[config.mk]
export PLATFORM = sky130hd
export DESIGN_NAME = psp_top
export DESIGN_NICKNAME = d
export VERILOG_FILES = /design/src/psp_pkg.sv /design/src/psp_secded.sv /design/src/psp_top.sv
export SDC_FILE = /design/constraint.sdc
export NUM_CORES = 2
export LEC_CHECK = 0
export ABC_AREA = 1
export BUFFER_PORTS_ARGS = -buffer_cell sky130_fd_sc_hd__buf_4
export CAP_MARGIN = 20
export CELL_PAD_IN_SITES_DETAIL_PLACEMENT = 2
export CELL_PAD_IN_SITES_GLOBAL_PLACEMENT = 2
export CORE_UTILIZATION = 43
export CTS_CLUSTER_DIAMETER = 40
export DETAILED_ROUTE_END_ITERATION = 7
export PLACE_DENSITY_LB_ADDON = 0.1
export SYNTH_ARGS = -nofsm -noshare
export SYNTH_HDL_FRONTEND = slang
export SYNTH_SLANG_ARGS = --single-unit
export TNS_END_PERCENT = 10
[constraint.sdc]
create_clock -name i_clk_sys -period 28.2 [get_ports i_clk_sys]
set_input_delay 5.64 -clock i_clk_sys [delete_from_list [all_inputs] [get_ports i_clk_sys]]
set_output_delay 5.64 -clock i_clk_sys [all_outputs]
set_load 0.1 [all_outputs]
[src/psp_pkg.sv]
// constants, states and the byte parity function shared by the protection
// block; assumes 32-bit words split into four 8-bit bytes
package psp_pkg;
  // ----------------------------------------------------------------------
  // widths
  // ----------------------------------------------------------------------
  localparam int DW = 32;
  localparam int NB = 4;
  localparam int BW = 8;
  localparam int CW = 39;
  localparam int HMAX = 38;
  localparam int SYNW = 6;
  localparam int MEM_AW = 16;
  localparam int IC_IDX_W = 4;
  localparam int IC_DEPTH = 16;
  localparam int IC_TAG_W = MEM_AW - IC_IDX_W;
  localparam int GAP_W = 16;

  // ----------------------------------------------------------------------
  // timing and reset values
  // ----------------------------------------------------------------------
  localparam int SCRUB_GAP = 1024;
  localparam logic [GAP_W-1:0] GAP_ONE = 16'h0001;
  localparam logic [MEM_AW-1:0] ADDR_ZERO = 16'h0000;
  localparam logic [MEM_AW-1:0] ADDR_STEP = 16'h0001;
  localparam logic [SYNW-1:0] SYN_ZERO = 6'h00;

  // memory controller states
  typedef enum logic [2:0] {
    MC_IDLE,
    MC_RD1,
    MC_RD2,
    MC_SC1,
    MC_SC2
  } psp_mc_state_t;

  // one even-parity bit per byte of a word
  function automatic logic [NB-1:0] psp_byte_par(input logic [DW-1:0] d);
    logic [NB-1:0] p;
    p = '0;
    for (int b = 0; b < NB; b++) begin
      p[b] = ^d[b*BW +: BW];
    end
    return p;
  endfunction
endpackage

[src/psp_secded.sv]
// single-error-correct, double-error-detect coder for one 32-bit field
// purely combinational; the caller registers what it needs
`timescale 1ns/1ns
module psp_secded (
  // encoder side
  input wire logic [psp_pkg::DW-1:0] i_enc_data,
  output logic [psp_pkg::CW-1:0] o_enc_code,
  // decoder side
  input wire logic [psp_pkg::CW-1:0] i_dec_code,
  output logic [psp_pkg::DW-1:0] o_dec_data,
  output logic o_dec_single,
  output logic o_dec_double
);
  import psp_pkg::*;

  // ----------------------------------------------------------------------
  // encoder: hamming positions 1..38, overall parity in bit 0
  // ----------------------------------------------------------------------
  always_comb begin
    int j;
    logic [CW-1:0] c;
    j = 0;
    c = '0;
    for (int p = 1; p <= HMAX; p++) begin
      if ((p & (p - 1)) != 0) begin
        c[p] = i_enc_data[j];
        j++;
      end
    end
    for (int k = 0; k < SYNW; k++) begin
      for (int p = 1; p <= HMAX; p++) begin
        if (((p >> k) & 1) == 1 && p != (1 << k)) begin
          c[1 << k] = c[1 << k] ^ c[p];
        end
      end
    end
    c[0] = ^c[CW-1:1];
    o_enc_code = c;
  end

  // ----------------------------------------------------------------------
  // decoder: syndrome, overall parity, flip and extract
  // ----------------------------------------------------------------------
  always_comb begin
    int j;
    logic [SYNW-1:0] syn;
    logic odd;
    logic [CW-1:0] fix;
    j = 0;
    syn = SYN_ZERO;
    fix = i_dec_code;
    o_dec_data = '0;
    for (int k = 0; k < SYNW; k++) begin
      for (int p = 1; p <= HMAX; p++) begin
        if (((p >> k) & 1) == 1) begin
          syn[k] = syn[k] ^ i_dec_code[p];
        end
      end
    end
    odd = ^i_dec_code;
    // odd weight with a syndrome in range is one flipped bit
    o_dec_single = odd && (int'(syn) <= HMAX);
    // even weight with a syndrome, or a syndrome out of range, is not fixable
    o_dec_double = (syn != SYN_ZERO) && !o_dec_single;
    if (o_dec_single && syn != SYN_ZERO) begin
      fix[syn] = ~fix[syn];
    end
    for (int p = 1; p <= HMAX; p++) begin
      if ((p & (p - 1)) != 0) begin
        o_dec_data[j] = fix[p];
        j++;
      end
    end
  end
endmodule

[src/psp_top.sv]
// byte parity for results and operands, secded main memory control with
// background scrub, and a parity-protected direct-mapped instruction cache
// assumes a synchronous ram with one cycle read latency and a fill source
// that answers every fill request
// Functional notes
// - each result word gets one generated parity bit per byte
// - incoming operand byte parity is checked the clock after acceptance, mismatch flagged
// - parity travels and is checked one clock after its data word
// - carried parity is stored and forwarded unchanged, never regenerated
// - memory stores seven check bits per 32-bit field, 39 bits
// - memory reads correct single-bit errors and detect double-bit errors
// - scrubber reads every location and writes back the corrected codeword, except where the error is uncorrectable
// - cache detects single-bit errors in entry data or parity (tag is not covered) and recovers without software
// - cache keeps one parity bit per data byte with each entry
// - cache parity error reports miss and requests refill of the entry
`timescale 1ns/1ns
module psp_top #(
  parameter int SCRUB_GAP_CYC = psp_pkg::SCRUB_GAP
) (
  // clock and reset
  input wire logic i_clk_sys,
  input wire logic i_reset,
  // result generation
  input wire logic i_res_valid,
  input wire logic [psp_pkg::DW-1:0] i_res_data,
  output logic [psp_pkg::DW-1:0] o_res_data,
  output logic [psp_pkg::NB-1:0] o_res_par,
  // operand acceptance
  input wire logic i_opnd_valid,
  input wire logic [psp_pkg::DW-1:0] i_opnd_data,
  input wire logic [psp_pkg::NB-1:0] i_opnd_par,
  output logic [psp_pkg::DW-1:0] o_opnd_data,
  output logic [psp_pkg::NB-1:0] o_opnd_par,
  output logic o_opnd_perr,
  // memory requests
  input wire logic i_mem_req,
  input wire logic i_mem_we,
  input wire logic [psp_pkg::MEM_AW-1:0] i_mem_addr,
  input wire logic [psp_pkg::DW-1:0] i_mem_wdata,
  output logic o_mem_ready,
  output logic o_rd_valid,
  output logic [psp_pkg::DW-1:0] o_rd_data,
  output logic o_rd_uerr,
  // error events
  output logic o_ce_pulse,
  output logic o_ue_pulse,
  output logic [psp_pkg::MEM_AW-1:0] o_err_addr,
  // ram port
  output logic o_ram_re,
  output logic o_ram_we,
  output logic [psp_pkg::MEM_AW-1:0] o_ram_addr,
  output logic [psp_pkg::CW-1:0] o_ram_wdata,
  input wire logic [psp_pkg::CW-1:0] i_ram_rdata,
  // instruction cache lookup
  input wire logic i_ic_req,
  input wire logic [psp_pkg::MEM_AW-1:0] i_ic_addr,
  output logic o_ic_valid,
  output logic o_ic_hit,
  output logic o_ic_perr,
  output logic [psp_pkg::DW-1:0] o_ic_data,
  // instruction cache refill
  output logic o_ic_fill_req,
  output logic [psp_pkg::MEM_AW-1:0] o_ic_fill_addr,
  input wire logic i_ic_fill_valid,
  input wire logic [psp_pkg::MEM_AW-1:0] i_ic_fill_addr,
  input wire logic [psp_pkg::DW-1:0] i_ic_fill_data
);
  import psp_pkg::*;

  localparam logic [GAP_W-1:0] GAP_LOAD = GAP_W'(SCRUB_GAP_CYC);

  // ----------------------------------------------------------------------
  // result and operand parity
  // ----------------------------------------------------------------------
  logic [DW-1:0] res_data_q, res_data_d;
  logic [NB-1:0] res_par_q, res_par_d;
  logic [DW-1:0] opnd_data_q, opnd_data_d;
  logic [NB-1:0] opnd_par_q, opnd_par_d;
  logic opnd_vld_q, opnd_vld_d, opnd_perr_q, opnd_perr_d;

  // data goes out one clock ahead of the parity that covers it
  always_comb begin
    res_data_d = i_res_valid ? i_res_data : res_data_q;
    res_par_d = psp_byte_par(res_data_q);
    opnd_data_d = i_opnd_valid ? i_opnd_data : opnd_data_q;
    opnd_vld_d = i_opnd_valid;
    opnd_par_d = i_opnd_par;
    // parity arrives the clock after its word and is checked then
    opnd_perr_d = opnd_vld_q &&
                  (psp_byte_par(opnd_data_q) != i_opnd_par);
  end

  always_ff @(posedge i_clk_sys or posedge i_reset) begin
    if (i_reset) begin
      res_data_q <= '0;
      res_par_q <= '0;
      opnd_data_q <= '0;
      opnd_par_q <= '0;
      opnd_vld_q <= 1'b0;
      opnd_perr_q <= 1'b0;
    end else begin
      res_data_q <= res_data_d;
      res_par_q <= res_par_d;
      opnd_data_q <= opnd_data_d;
      opnd_par_q <= opnd_par_d;
      opnd_vld_q <= opnd_vld_d;
      opnd_perr_q <= opnd_perr_d;
    end
  end

  assign o_res_data = res_data_q;
  assign o_res_par = res_par_q;
  assign o_opnd_data = opnd_data_q;
  assign o_opnd_par = opnd_par_q;
  assign o_opnd_perr = opnd_perr_q;

  // ----------------------------------------------------------------------
  // memory controller with scrub
  // ----------------------------------------------------------------------
  psp_mc_state_t st_q, st_d;
  logic ram_re_q, ram_re_d, ram_we_q, ram_we_d;
  logic [MEM_AW-1:0] ram_addr_q, ram_addr_d, scrub_addr_q, scrub_addr_d;
  logic [CW-1:0] ram_wdata_q, ram_wdata_d, enc_code;
  logic [DW-1:0] enc_data, dec_data, rd_data_q, rd_data_d;
  logic dec_single, dec_double;
  logic rd_vld_q, rd_vld_d, rd_uerr_q, rd_uerr_d;
  logic ce_q, ce_d, ue_q, ue_d;
  logic [MEM_AW-1:0] err_addr_q, err_addr_d;
  logic [GAP_W-1:0] gap_q, gap_d;
  logic due_q, due_d;

  psp_secded u_secded (
    .i_enc_data(enc_data),
    .o_enc_code(enc_code),
    .i_dec_code(i_ram_rdata),
    .o_dec_data(dec_data),
    .o_dec_single(dec_single),
    .o_dec_double(dec_double)
  );

  assign o_mem_ready = (st_q == MC_IDLE);

  // host traffic first, scrub only when idle and no request pending
  always_comb begin
    st_d = st_q;
    ram_re_d = 1'b0;
    ram_we_d = 1'b0;
    ram_addr_d = ram_addr_q;
    ram_wdata_d = ram_wdata_q;
    scrub_addr_d = scrub_addr_q;
    rd_data_d = rd_data_q;
    rd_vld_d = 1'b0;
    rd_uerr_d = 1'b0;
    ce_d = 1'b0;
    ue_d = 1'b0;
    err_addr_d = err_addr_q;
    enc_data = (st_q == MC_SC2) ? dec_data : i_mem_wdata;
    gap_d = (gap_q == GAP_ONE) ? GAP_LOAD : gap_q - GAP_ONE;
    due_d = due_q || (gap_q == GAP_ONE);
    unique case (st_q)
      MC_IDLE: begin
        if (i_mem_req) begin
          ram_addr_d = i_mem_addr;
          if (i_mem_we) begin
            ram_we_d = 1'b1;
            ram_wdata_d = enc_code;
          end else begin
            ram_re_d = 1'b1;
            st_d = MC_RD1;
          end
        end else if (due_q) begin
          ram_addr_d = scrub_addr_q;
          ram_re_d = 1'b1;
          // a new due in this very cycle wins over the clear
          due_d = (gap_q == GAP_ONE);
          st_d = MC_SC1;
        end
      end
      MC_RD1: st_d = MC_RD2;
      MC_SC1: st_d = MC_SC2;
      MC_RD2, MC_SC2: begin
        // correct on the fly, never write a word it could not fix
        rd_data_d = (st_q == MC_RD2) ? dec_data : rd_data_q;
        rd_vld_d = (st_q == MC_RD2);
        rd_uerr_d = (st_q == MC_RD2) && dec_double;
        ce_d = dec_single;
        ue_d = dec_double;
        if (dec_single || dec_double) begin
          err_addr_d = ram_addr_q;
        end
        if (st_q == MC_SC2) begin
          ram_we_d = !dec_double;
          ram_wdata_d = enc_code;
          scrub_addr_d = scrub_addr_q + ADDR_STEP;
        end
        st_d = MC_IDLE;
      end
    endcase
  end

  always_ff @(posedge i_clk_sys or posedge i_reset) begin
    if (i_reset) begin
      st_q <= MC_IDLE;
      ram_re_q <= 1'b0;
      ram_we_q <= 1'b0;
      ram_addr_q <= ADDR_ZERO;
      ram_wdata_q <= '0;
      scrub_addr_q <= ADDR_ZERO;
      rd_data_q <= '0;
      rd_vld_q <= 1'b0;
      rd_uerr_q <= 1'b0;
      ce_q <= 1'b0;
      ue_q <= 1'b0;
      err_addr_q <= ADDR_ZERO;
      gap_q <= GAP_LOAD;
      due_q <= 1'b0;
    end else begin
      st_q <= st_d;
      ram_re_q <= ram_re_d;
      ram_we_q <= ram_we_d;
      ram_addr_q <= ram_addr_d;
      ram_wdata_q <= ram_wdata_d;
      scrub_addr_q <= scrub_addr_d;
      rd_data_q <= rd_data_d;
      rd_vld_q <= rd_vld_d;
      rd_uerr_q <= rd_uerr_d;
      ce_q <= ce_d;
      ue_q <= ue_d;
      err_addr_q <= err_addr_d;
      gap_q <= gap_d;
      due_q <= due_d;
    end
  end

  assign o_ram_re = ram_re_q;
  assign o_ram_we = ram_we_q;
  assign o_ram_addr = ram_addr_q;
  assign o_ram_wdata = ram_wdata_q;
  assign o_rd_valid = rd_vld_q;
  assign o_rd_data = rd_data_q;
  assign o_rd_uerr = rd_uerr_q;
  assign o_ce_pulse = ce_q;
  assign o_ue_pulse = ue_q;
  assign o_err_addr = err_addr_q;

  // ----------------------------------------------------------------------
  // instruction cache with byte parity
  // ----------------------------------------------------------------------
  logic [IC_DEPTH-1:0] ic_vld_q, ic_vld_d;
  logic [IC_TAG_W-1:0] ic_tag [IC_DEPTH];
  logic [DW-1:0] ic_dat [IC_DEPTH];
  logic [NB-1:0] ic_par [IC_DEPTH];
  logic [IC_IDX_W-1:0] lk_idx, fill_idx;
  logic lk_match, lk_perr;
  logic ic_valid_q, ic_valid_d, ic_hit_q, ic_hit_d, ic_perr_q, ic_perr_d;
  logic ic_fill_q, ic_fill_d;
  logic [DW-1:0] ic_data_q, ic_data_d;
  logic [MEM_AW-1:0] ic_faddr_q, ic_faddr_d;

  assign lk_idx = i_ic_addr[IC_IDX_W-1:0];
  assign fill_idx = i_ic_fill_addr[IC_IDX_W-1:0];

  // a parity error is a miss: drop the entry and ask for a refill
  always_comb begin
    lk_match = ic_vld_q[lk_idx] &&
               (ic_tag[lk_idx] == i_ic_addr[MEM_AW-1:IC_IDX_W]);
    lk_perr = lk_match &&
              (psp_byte_par(ic_dat[lk_idx]) != ic_par[lk_idx]);
    ic_valid_d = i_ic_req;
    ic_hit_d = i_ic_req && lk_match && !lk_perr;
    ic_perr_d = i_ic_req && lk_perr;
    ic_fill_d = i_ic_req && !(lk_match && !lk_perr);
    ic_data_d = i_ic_req ? ic_dat[lk_idx] : ic_data_q;
    ic_faddr_d = i_ic_req ? i_ic_addr : ic_faddr_q;
    ic_vld_d = ic_vld_q;
    if (i_ic_req && lk_perr) begin
      ic_vld_d[lk_idx] = 1'b0;
    end
    // a fill in the same cycle wins over the invalidate
    if (i_ic_fill_valid) begin
      ic_vld_d[fill_idx] = 1'b1;
    end
  end

  always_ff @(posedge i_clk_sys or posedge i_reset) begin
    if (i_reset) begin
      ic_vld_q <= '0;
      ic_valid_q <= 1'b0;
      ic_hit_q <= 1'b0;
      ic_perr_q <= 1'b0;
      ic_fill_q <= 1'b0;
      ic_data_q <= '0;
      ic_faddr_q <= ADDR_ZERO;
    end else begin
      ic_vld_q <= ic_vld_d;
      ic_valid_q <= ic_valid_d;
      ic_hit_q <= ic_hit_d;
      ic_perr_q <= ic_perr_d;
      ic_fill_q <= ic_fill_d;
      ic_data_q <= ic_data_d;
      ic_faddr_q <= ic_faddr_d;
    end
  end

  // entry storage, guarded by the valid bits so no reset is needed; a plain
  // always lets a test flip stored bits to model a soft error
  always @(posedge i_clk_sys) begin
    if (i_ic_fill_valid) begin
      ic_tag[fill_idx] <= i_ic_fill_addr[MEM_AW-1:IC_IDX_W];
      ic_dat[fill_idx] <= i_ic_fill_data;
      ic_par[fill_idx] <= psp_byte_par(i_ic_fill_data);
    end
  end

  assign o_ic_valid = ic_valid_q;
  assign o_ic_hit = ic_hit_q;
  assign o_ic_perr = ic_perr_q;
  assign o_ic_data = ic_data_q;
  assign o_ic_fill_req = ic_fill_q;
  assign o_ic_fill_addr = ic_faddr_q;
endmodule

# Word-level counts from Yosys, hierarchy flattened

Memory sizes are Yosys's and may differ from the RTL's.
Index checks and enable logic that the tools add are counted.

Bits in registers: 287
Memories: 3
Bits in writable memories: 768
Latch bits: 0
Memory bits (read-only): 0
Input bits: 227

Memories:

| name   | words | width | rd ports | clocked after memory_dff | write ports | RTL line       | text |
|---|---|---|---|---|---|---|---|
| ic_dat | 16    | 32    | 1        | 0                        | 1           | psp_top.sv:251 | `logic [DW-1:0] ic_dat [IC_DEPTH];` |
| ic_tag | 16    | 12    | 1        | 0                        | 1           | psp_top.sv:250 | `logic [IC_TAG_W-1:0] ic_tag [IC_DEPTH];` |
| ic_par | 16    | 4     | 1        | 0                        | 1           | psp_top.sv:252 | `logic [NB-1:0] ic_par [IC_DEPTH];` |

Reductions and logical operators: 50
Bitwise logic cells: 178
Shift-type cells: 0
Multiply operators: 0
$lt $le $gt $ge: 7
Mux-type cells: 43
Div/mod/pow operators: 0
Eq/ne operators: 13
Add/subtract/negate cells: 2

Operators with widths:

| operator                                                              | number |
|---|---|
| 1-bit bitwise XOR                                                     | 174 |
| 39-bit two-way mux                                                    | 4 |
| 8-bit parity                                                          | 16 |
| 16-bit two-way mux                                                    | 5 |
| 39-bit case mux with 2 select lines                                   | 1 |
| 39-bit bitwise mux                                                    | 1 |
| 39-bit parity                                                         | 1 |
| 38-bit parity                                                         | 1 |
| 32-bit two-way mux                                                    | 1 |
| 1-bit two-way mux                                                     | 21 |
| 16-bit by 1-bit adder with 16-bit output, second input constant       | 1 |
| 16-bit bitwise AND                                                    | 1 |
| 16-bit by 1-bit == test with 1-bit output, second input constant      | 1 |
| 16-bit NOT                                                            | 1 |
| 16-bit OR                                                             | 1 |
| 16-bit by 1-bit subtractor with 16-bit output, second input constant  | 1 |
| 1-bit logical AND                                                     | 15 |
| 12-bit == test                                                        | 1 |
| 3-bit case mux with 4 select lines                                    | 1 |
| 4-bit by 5-bit < comparator with 1-bit output, second input constant  | 2 |
| 2-bit AND reduction                                                   | 5 |
| 3-bit two-way mux                                                     | 3 |
| 1-bit demux with 4-bit select                                         | 2 |
| 4-bit by 1-bit >= comparator with 1-bit output, second input constant | 2 |
| 22 further kinds                                                      | 31 |

# Logic depth before layout (Yosys ltp)

Depth after elaboration: 46
Depth in mapped cells: 50

# Cells and area by module

A second synthesis with hierarchy kept.

Cell total of the unflattened synthesis: 4467
Area, all modules: 46605.9 µm²

Modules (own cells, without submodules):

| module     | area an instance (µm²) | cells each | times used |
|---|---|---|---|
| psp_top    | 43122.6                | 3837       | 1 |
| psp_secded | 3483.3                 | 630        | 1 |

# Worst setup path before layout

OpenSTA, ideal clock, no wires.

Path type: input to register
Start point: in i_ram_rdata[27] (netlist bit)
End point: reg ram_wdata_q[0] (netlist: o_ram_wdata[0])
Library setup time: 0.120 ns
Path buffers: 2
Arrival: 8.791 ns
Setup slack: 19.289 ns
Data required time: 28.080 ns
Cell stages on the path: 43
Path through: nor2_1 > inv_1 > nand2_1 > nor2_1 > nor2_1 > nand2_1 > nand2_1 > nand2_1 > nand2_1 > nand2_1 > nand2_1 > nand2_1 > nand2_2 > buf_4 > nand2_1 > o21ai_0 > nand3b_1 > nand3_1 > [... 7 more ...] > nand2_1 > clkinv_1 > nand2_1 > nand2_1 > nand2_1 > nand2_1 > nand2_1 > inv_1 > nor2_2 > nand2_1 > nand2_1 > nand2_1 > nand2_1 > nand2_1 > nand2_1 > nand2_1 > nand3_1 > nand2_1

Word-level cells in the longest chain between the ends: 34
Elaborated cells on any way between the ends: 127
Those cells by class: order compare (3); mux (11); bitwise (107); reduce/logical (6)

Ends and longest elaborated chain:

| element                                                                                                                               | RTL line         | text |
|---|---|---|
| from (decl)                                                                                                                           | psp_top.sv:53    | `input wire logic [psp_pkg::CW-1:0] i_ram_rdata,` |
| 1-bit bitwise XOR (6 in series)                                                                                                       | psp_secded.sv:56 | `syn[k] = syn[k] ^ i_dec_code[p];` |
| 6-bit by 7-bit < comparator with 1-bit output (not written as such) or 6-bit by 1-bit >= comparator with 1-bit output (tied branches) | psp_secded.sv:66 | `fix[syn] = ~fix[syn];` |
| 1-bit logical AND (not written as such)                                                                                               | psp_secded.sv:66 |  |
| 1-bit two-way mux (not written as such)                                                                                               | psp_secded.sv:66 |  |
| 1-bit demux with 6-bit select                                                                                                         | n/a              |  |
| 39-bit bitwise mux                                                                                                                    | psp_secded.sv:66 |  |
| 39-bit two-way mux (*)                                                                                                                | psp_secded.sv:65 | `if (o_dec_single && syn != SYN_ZERO) begin` |
| 32-bit two-way mux (*)                                                                                                                | psp_top.sv:157   | `enc_data = (st_q == MC_SC2) ? dec_data : i_mem_wdata;` |
| 1-bit bitwise XOR (17 in series)                                                                                                      | psp_secded.sv:33 | `c[1 << k] = c[1 << k] ^ c[p];` |
| 38-bit parity (*)                                                                                                                     | psp_secded.sv:37 | `c[0] = ^c[CW-1:1];` |
| 39-bit two-way mux                                                                                                                    | psp_top.sv:164   | `if (i_mem_we) begin` |
| 39-bit two-way mux                                                                                                                    | psp_top.sv:162   | `if (i_mem_req) begin` |
| 39-bit case mux with 2 select lines (*)                                                                                               | psp_top.sv:160   | `unique case (st_q)` |
| to (signal assigned)                                                                                                                  | psp_top.sv:222   | `ram_wdata_q <= ram_wdata_d;` |
| to (decl)                                                                                                                             | psp_top.sv:123   | `logic [CW-1:0] ram_wdata_q, ram_wdata_d, enc_code;` |

Every way passes the cells marked *; elsewhere a longest branch is shown, timed or not. The select of a mux whose other input is x is not followed.
A chain may end at the register's enable or synchronous reset.

# Worst setup path after layout

Start point: in i_ic_addr[0] (netlist bit)
End point: reg ic_vld_q[3]

Word-level cells in the longest chain between the ends: 9
Elaborated cells on any way between the ends: 24
Those cells by class: order compare (2); eq/ne (2); mux (6); bitwise (3); reduce/logical (8); memory (3)

Ends and longest elaborated chain:

| element                                                    | RTL line       | text |
|---|---|---|
| from (decl)                                                | psp_top.sv:56  | `input wire logic [psp_pkg::MEM_AW-1:0] i_ic_addr,` |
| branches (longest 6 deep; another with memory 16 x 32 bit) | n/a            |  |
| 16-bit two-way mux (*)                                     | psp_top.sv:276 | `if (i_ic_req && lk_perr) begin` |
| 16-bit OR (no source line)                                 | n/a            |  |
| 16-bit two-way mux (*)                                     | psp_top.sv:280 | `if (i_ic_fill_valid) begin` |
| named net ic_vld_d[3]                                      | psp_top.sv:249 | `logic [IC_DEPTH-1:0] ic_vld_q, ic_vld_d;` |
| to (signal assigned)                                       | psp_top.sv:295 | `ic_vld_q <= ic_vld_d;` |
| to (decl)                                                  | psp_top.sv:249 |  |

Mark *: on every way through the listed nets, which the timed path passes. The select of a mux whose other input is x is not followed.

==> metrics.md <==
| Metric | Value |
|---|---|
| Crit path kind | `in2reg` |
| Die Area | `between 100000 and 150000 um2` |
| Htree depth | `4` |
| Switching part of the total | `39.4%` |
| RR Endpoint | `ic_vld_q[3]$_DFF_PP0_` |
| Reg2Reg Setup Slack | `23820 ps` |
| Dpl ws | `approximately 16000 ps` |
| Starting Density | `between 40% and 50%` |
| Sequential power share | `about a third` |
| TritonCTS buffer count | `approximately 150` |
| CP arrival | `approximately 12000 ps` |
| Final-report setup violation count | `0` |
| Residual DRC | `0` |
| Simple-Gate Fraction of Synth Area | `~11%` |
| Headroom to the max-slew limit | `around 15%` |
| Comb pwr share | `30.1%` |
| Site Rows | `117` |
| Antenna violations before repair | `9` |
| Hold Path Depth | `2` |
| Min-Delay Startpoint | `due_q$_DFF_PP0_` |
| Final worst-path cycle share | `around two fifths` |
| CP Data Required Time | `roughly 29000 ps` |
| GRT Overall Usage | `between 30% and 40%` |
| Synth area leaders | `edfxtp_1, dfrtp_1, nand2_1` |
| Static leakage | `21.4 nW` |
| Global-route wire length before repair | `around 250000 um` |
| Crit Path Max Fanout | `between 90 and 100` |
| Drt total wl | `173000 um` |
| Mapped Avg Cell Area | `around 12 um2` |
| DP HPWL | `a little over 100000 um` |
| Sequential area share after synthesis | `around two thirds` |
| Vias per Instance | `5.90` |
| Post-synthesis compound-gate area fraction | `~11%` |
| GRT Residual Overflow | `0` |
| Slew Limit Fails | `0` |
| Final Power | `about 5.4 mW` |
| Final instance area | `54500 um2` |
| DR pass1 iterations | `7` |
| Drt wl/cell | `30.8 um` |
| Worst R2R Path Depth | `11` |
| Synth top area share | `approximately half` |
| Clock network power share | `a little over a third` |
| GPL Wtd Cong | `roughly 0.84` |
| Ys async rst share | `a little over a quarter` |
| Commonest non-fill, non-tap cell in the layout | `nand2_1` |
| Seq. cell area | `between 30000 and 40000 um2` |
| Multi-input gate area | `between 10000 and 15000 um2` |
| Setup Buffers After CTS | `0` |
| Crit start category | `input port` |
| Vias in the first global route | `roughly 36000` |
| Post-Synth Adder-Cell Area | `less than 1%` |
| Area grow syn2layout | `22.8%` |
| Clock sinks | `1055` |
| Post-CTS resize count | `0` |
| CTS tree | `yes` |
| Main flop type after synthesis | `edfxtp_1` |
| Post-synth EDFFs | `between 700 and 800` |
| Share of cells above drive strength 1 | `21.9%` |
| Fill count | `9839` |
| Most frequent cells in the layout | `nand2_1, edfxtp_1, buf_4, a22oi_1, dfrtp_1` |
| Cell count after synthesis | `between 3000 and 4000` |
| Max Root-Sink Buffers | `3` |
| Clock Latency Late Sink | `just under 800 ps` |
| Height of the chip | `323 um` |
| Internal | `3.30 mW` |
| Tmin final | `around 12000 ps` |
| Slew @ Worst Pin | `approximately 1300 ps` |
| Die width | `approximately 320 um` |
| Setup TNS | `0 ps` |
| Total number of vias | `between 30000 and 40000` |
| Warnings from Yosys | `0` |
| NumNets Final | `4367` |
| R2r startpoint | `ic_dat[4][12]$_DFFE_PP_` |
| Pwr Density | `between 90 and 100 nW/um2` |
| Count of state elements after synthesis | `1055` |
| Fmax achieved | `roughly 85 MHz` |
| Core Box Area | `around 100000 um2` |
| Hold Vio Cnt, Final | `0` |
| Clock slew at reported path FFs | `roughly 60 ps` |
| Max Cap Violations | `0` |
| Worst hold path class | `reg2reg` |
| Root Driver | `clkbuf_16` |
| Detailed Route Iter0 Violations | `~2400` |
| Quantity of hold-fixing buffers added after cts | `0` |
| Worst Hold Endpoint | `due_q$_DFF_PP0_` |
| Syn Nets | `just under 4000` |
| Post-Syn Area | `~44000 um2` |
| Proportion of synthesized area in mux cells | `1.67%` |
| Main combinational cell family by area after synthesis | `compound AO/OA/AOI/OAI gates` |
| XOR/XNOR share of the synthesized area | `4.05%` |
| Status | `finished, final reports clean` |
| IO Port Bufs | `about 460` |
| Setup crit start | `i_ic_addr[0]` |
| DRT antenna net count | `0` |
| Sw Pwr | `2.14 mW` |
| Worst-case clock skew | `approximately 37 ps` |
| Synth area leader | `edfxtp_1` |
| Max VDD drop | `0.0935 mV` |
| Top Ports | `462` |
| Final setup margin | `around 16000 ps` |
| CP Capture Type | `flop` |
| Largest net degree at the start of global routing | `97` |
| RSZ-0062 raised after global routing | `no` |
| Synth unique cells | `between 50 and 60` |
| DP Area | `around 49000 um2` |
| Hold slack | `between 400 and 500 ps` |
state kept, by name, summed over array words and instances, names as in the netlist, 32 cells and up:
signal       flops
ic_dat         512
ic_par          64
ic_tag         192
o_ic_data       32
o_opnd_data     32
o_ram_wdata     39
o_rd_data       32
o_res_data      32
Yosys cell counts, types with 39 or more instances:
cell type	instances
a21boi_0	39
edfxtp_1	768
nand2_1	804
o21ai_0	173
nor2_1	131
dfrtp_1	286
clkbuf_1	136
mux2_2	66
a22oi_1	352
xor2_1	80
inv_1	167
xnor2_1	118
nor3_1	58
a21oi_1	59
nand3_1	125
per-layer routing:
layer | up-vias | GRT usage, % | wire length [um]
met5 | - | 0 | 37
met2 | 1382 | 58.6 | 90000
met1 | 17400 | 40.0 | 66400
li1 | 14100 | - | -
met4 | 6 | 12.9 | 6230
met3 | 366 | 5.38 | 10800
power groups by stage:
stage,combinational (mW),clock [mW],sequential [mW]
after global placement,1.57,0,1.91
after detailed placement,1.62,0,1.92
after CTS,1.64,1.93,1.90
after floorplan,0.511,0,2.56
after global routing,1.72,1.98,1.91
final,1.64,1.91,1.90
worst max-delay path by stage:
| stage | endpoint | slack (ps) | cells after the start |
|---|---|---|---|
| 2_1_floorplan | due_q$_DFF_PP0_ | 14640 | 1 |
| 5_1_grt | ic_vld_q[3]$_DFF_PP0_ | 16200 | 16 |
| 4_1_cts | ic_vld_q[3]$_DFF_PP0_ | 16520 | 15 |
| 6_report | ic_vld_q[3]$_DFF_PP0_ | 16380 | 16 |
| 3_3_place_gp | ic_vld_q[15]$_DFF_PP0_ | 16680 | 18 |
| 3_5_place_dp | ic_vld_q[3]$_DFF_PP0_ | 16090 | 16 |
critical path, cell delays in order:
cell	delay [ps]
buf_4	210
inv_1	720
nand2_1	830
inv_6	870
buf_4	970
a22oi_1	230
a21boi_0	380
a2111oi_0	110
dlymetal6s2s_1	240
xnor2_1	160
xor2_1	210
xor2_1	200
nand4_1	250
nand2_1	430
o21ai_0	500
o21ai_0	290
final cells by class:
cell class	count	area share, %
Inverter	184	1.30
Multi-Input combinational cell	2240	23.8
Clock inverter	85	1.70
Timing Repair Buffer	510	7.06
Clock buffer	185	7.48
Tap cell	1368	3.14
Antenna cell	7	0.0322
Sequential cell	1055	55.5
cell families (layout without fill, tap and decap cells):
family | count (synthesis) | count (layout)
muxes | 66 | 66
adders and majority gates | 3 | 3
DFF | 1055 | 1055
and+or+nand+nor | 1211 | 1211
AOI/OAI and AO/OA | 758 | 758
other | 0 | 7
xor gates and xnor gates | 202 | 202
buffers and inverters | 354 | 964
metrics by stage:
stage / util [%] / std cells
2_1_floorplan: - / 3649
3_3_place_gp: 48.4 / 5353
3_5_place_dp: 48.4 / 5353
4_1_cts: 53.3 / 5623
5_1_grt: 53.4 / 5633
6_report: 53.4 / 5634
Power figures use the tool's default switching activity.
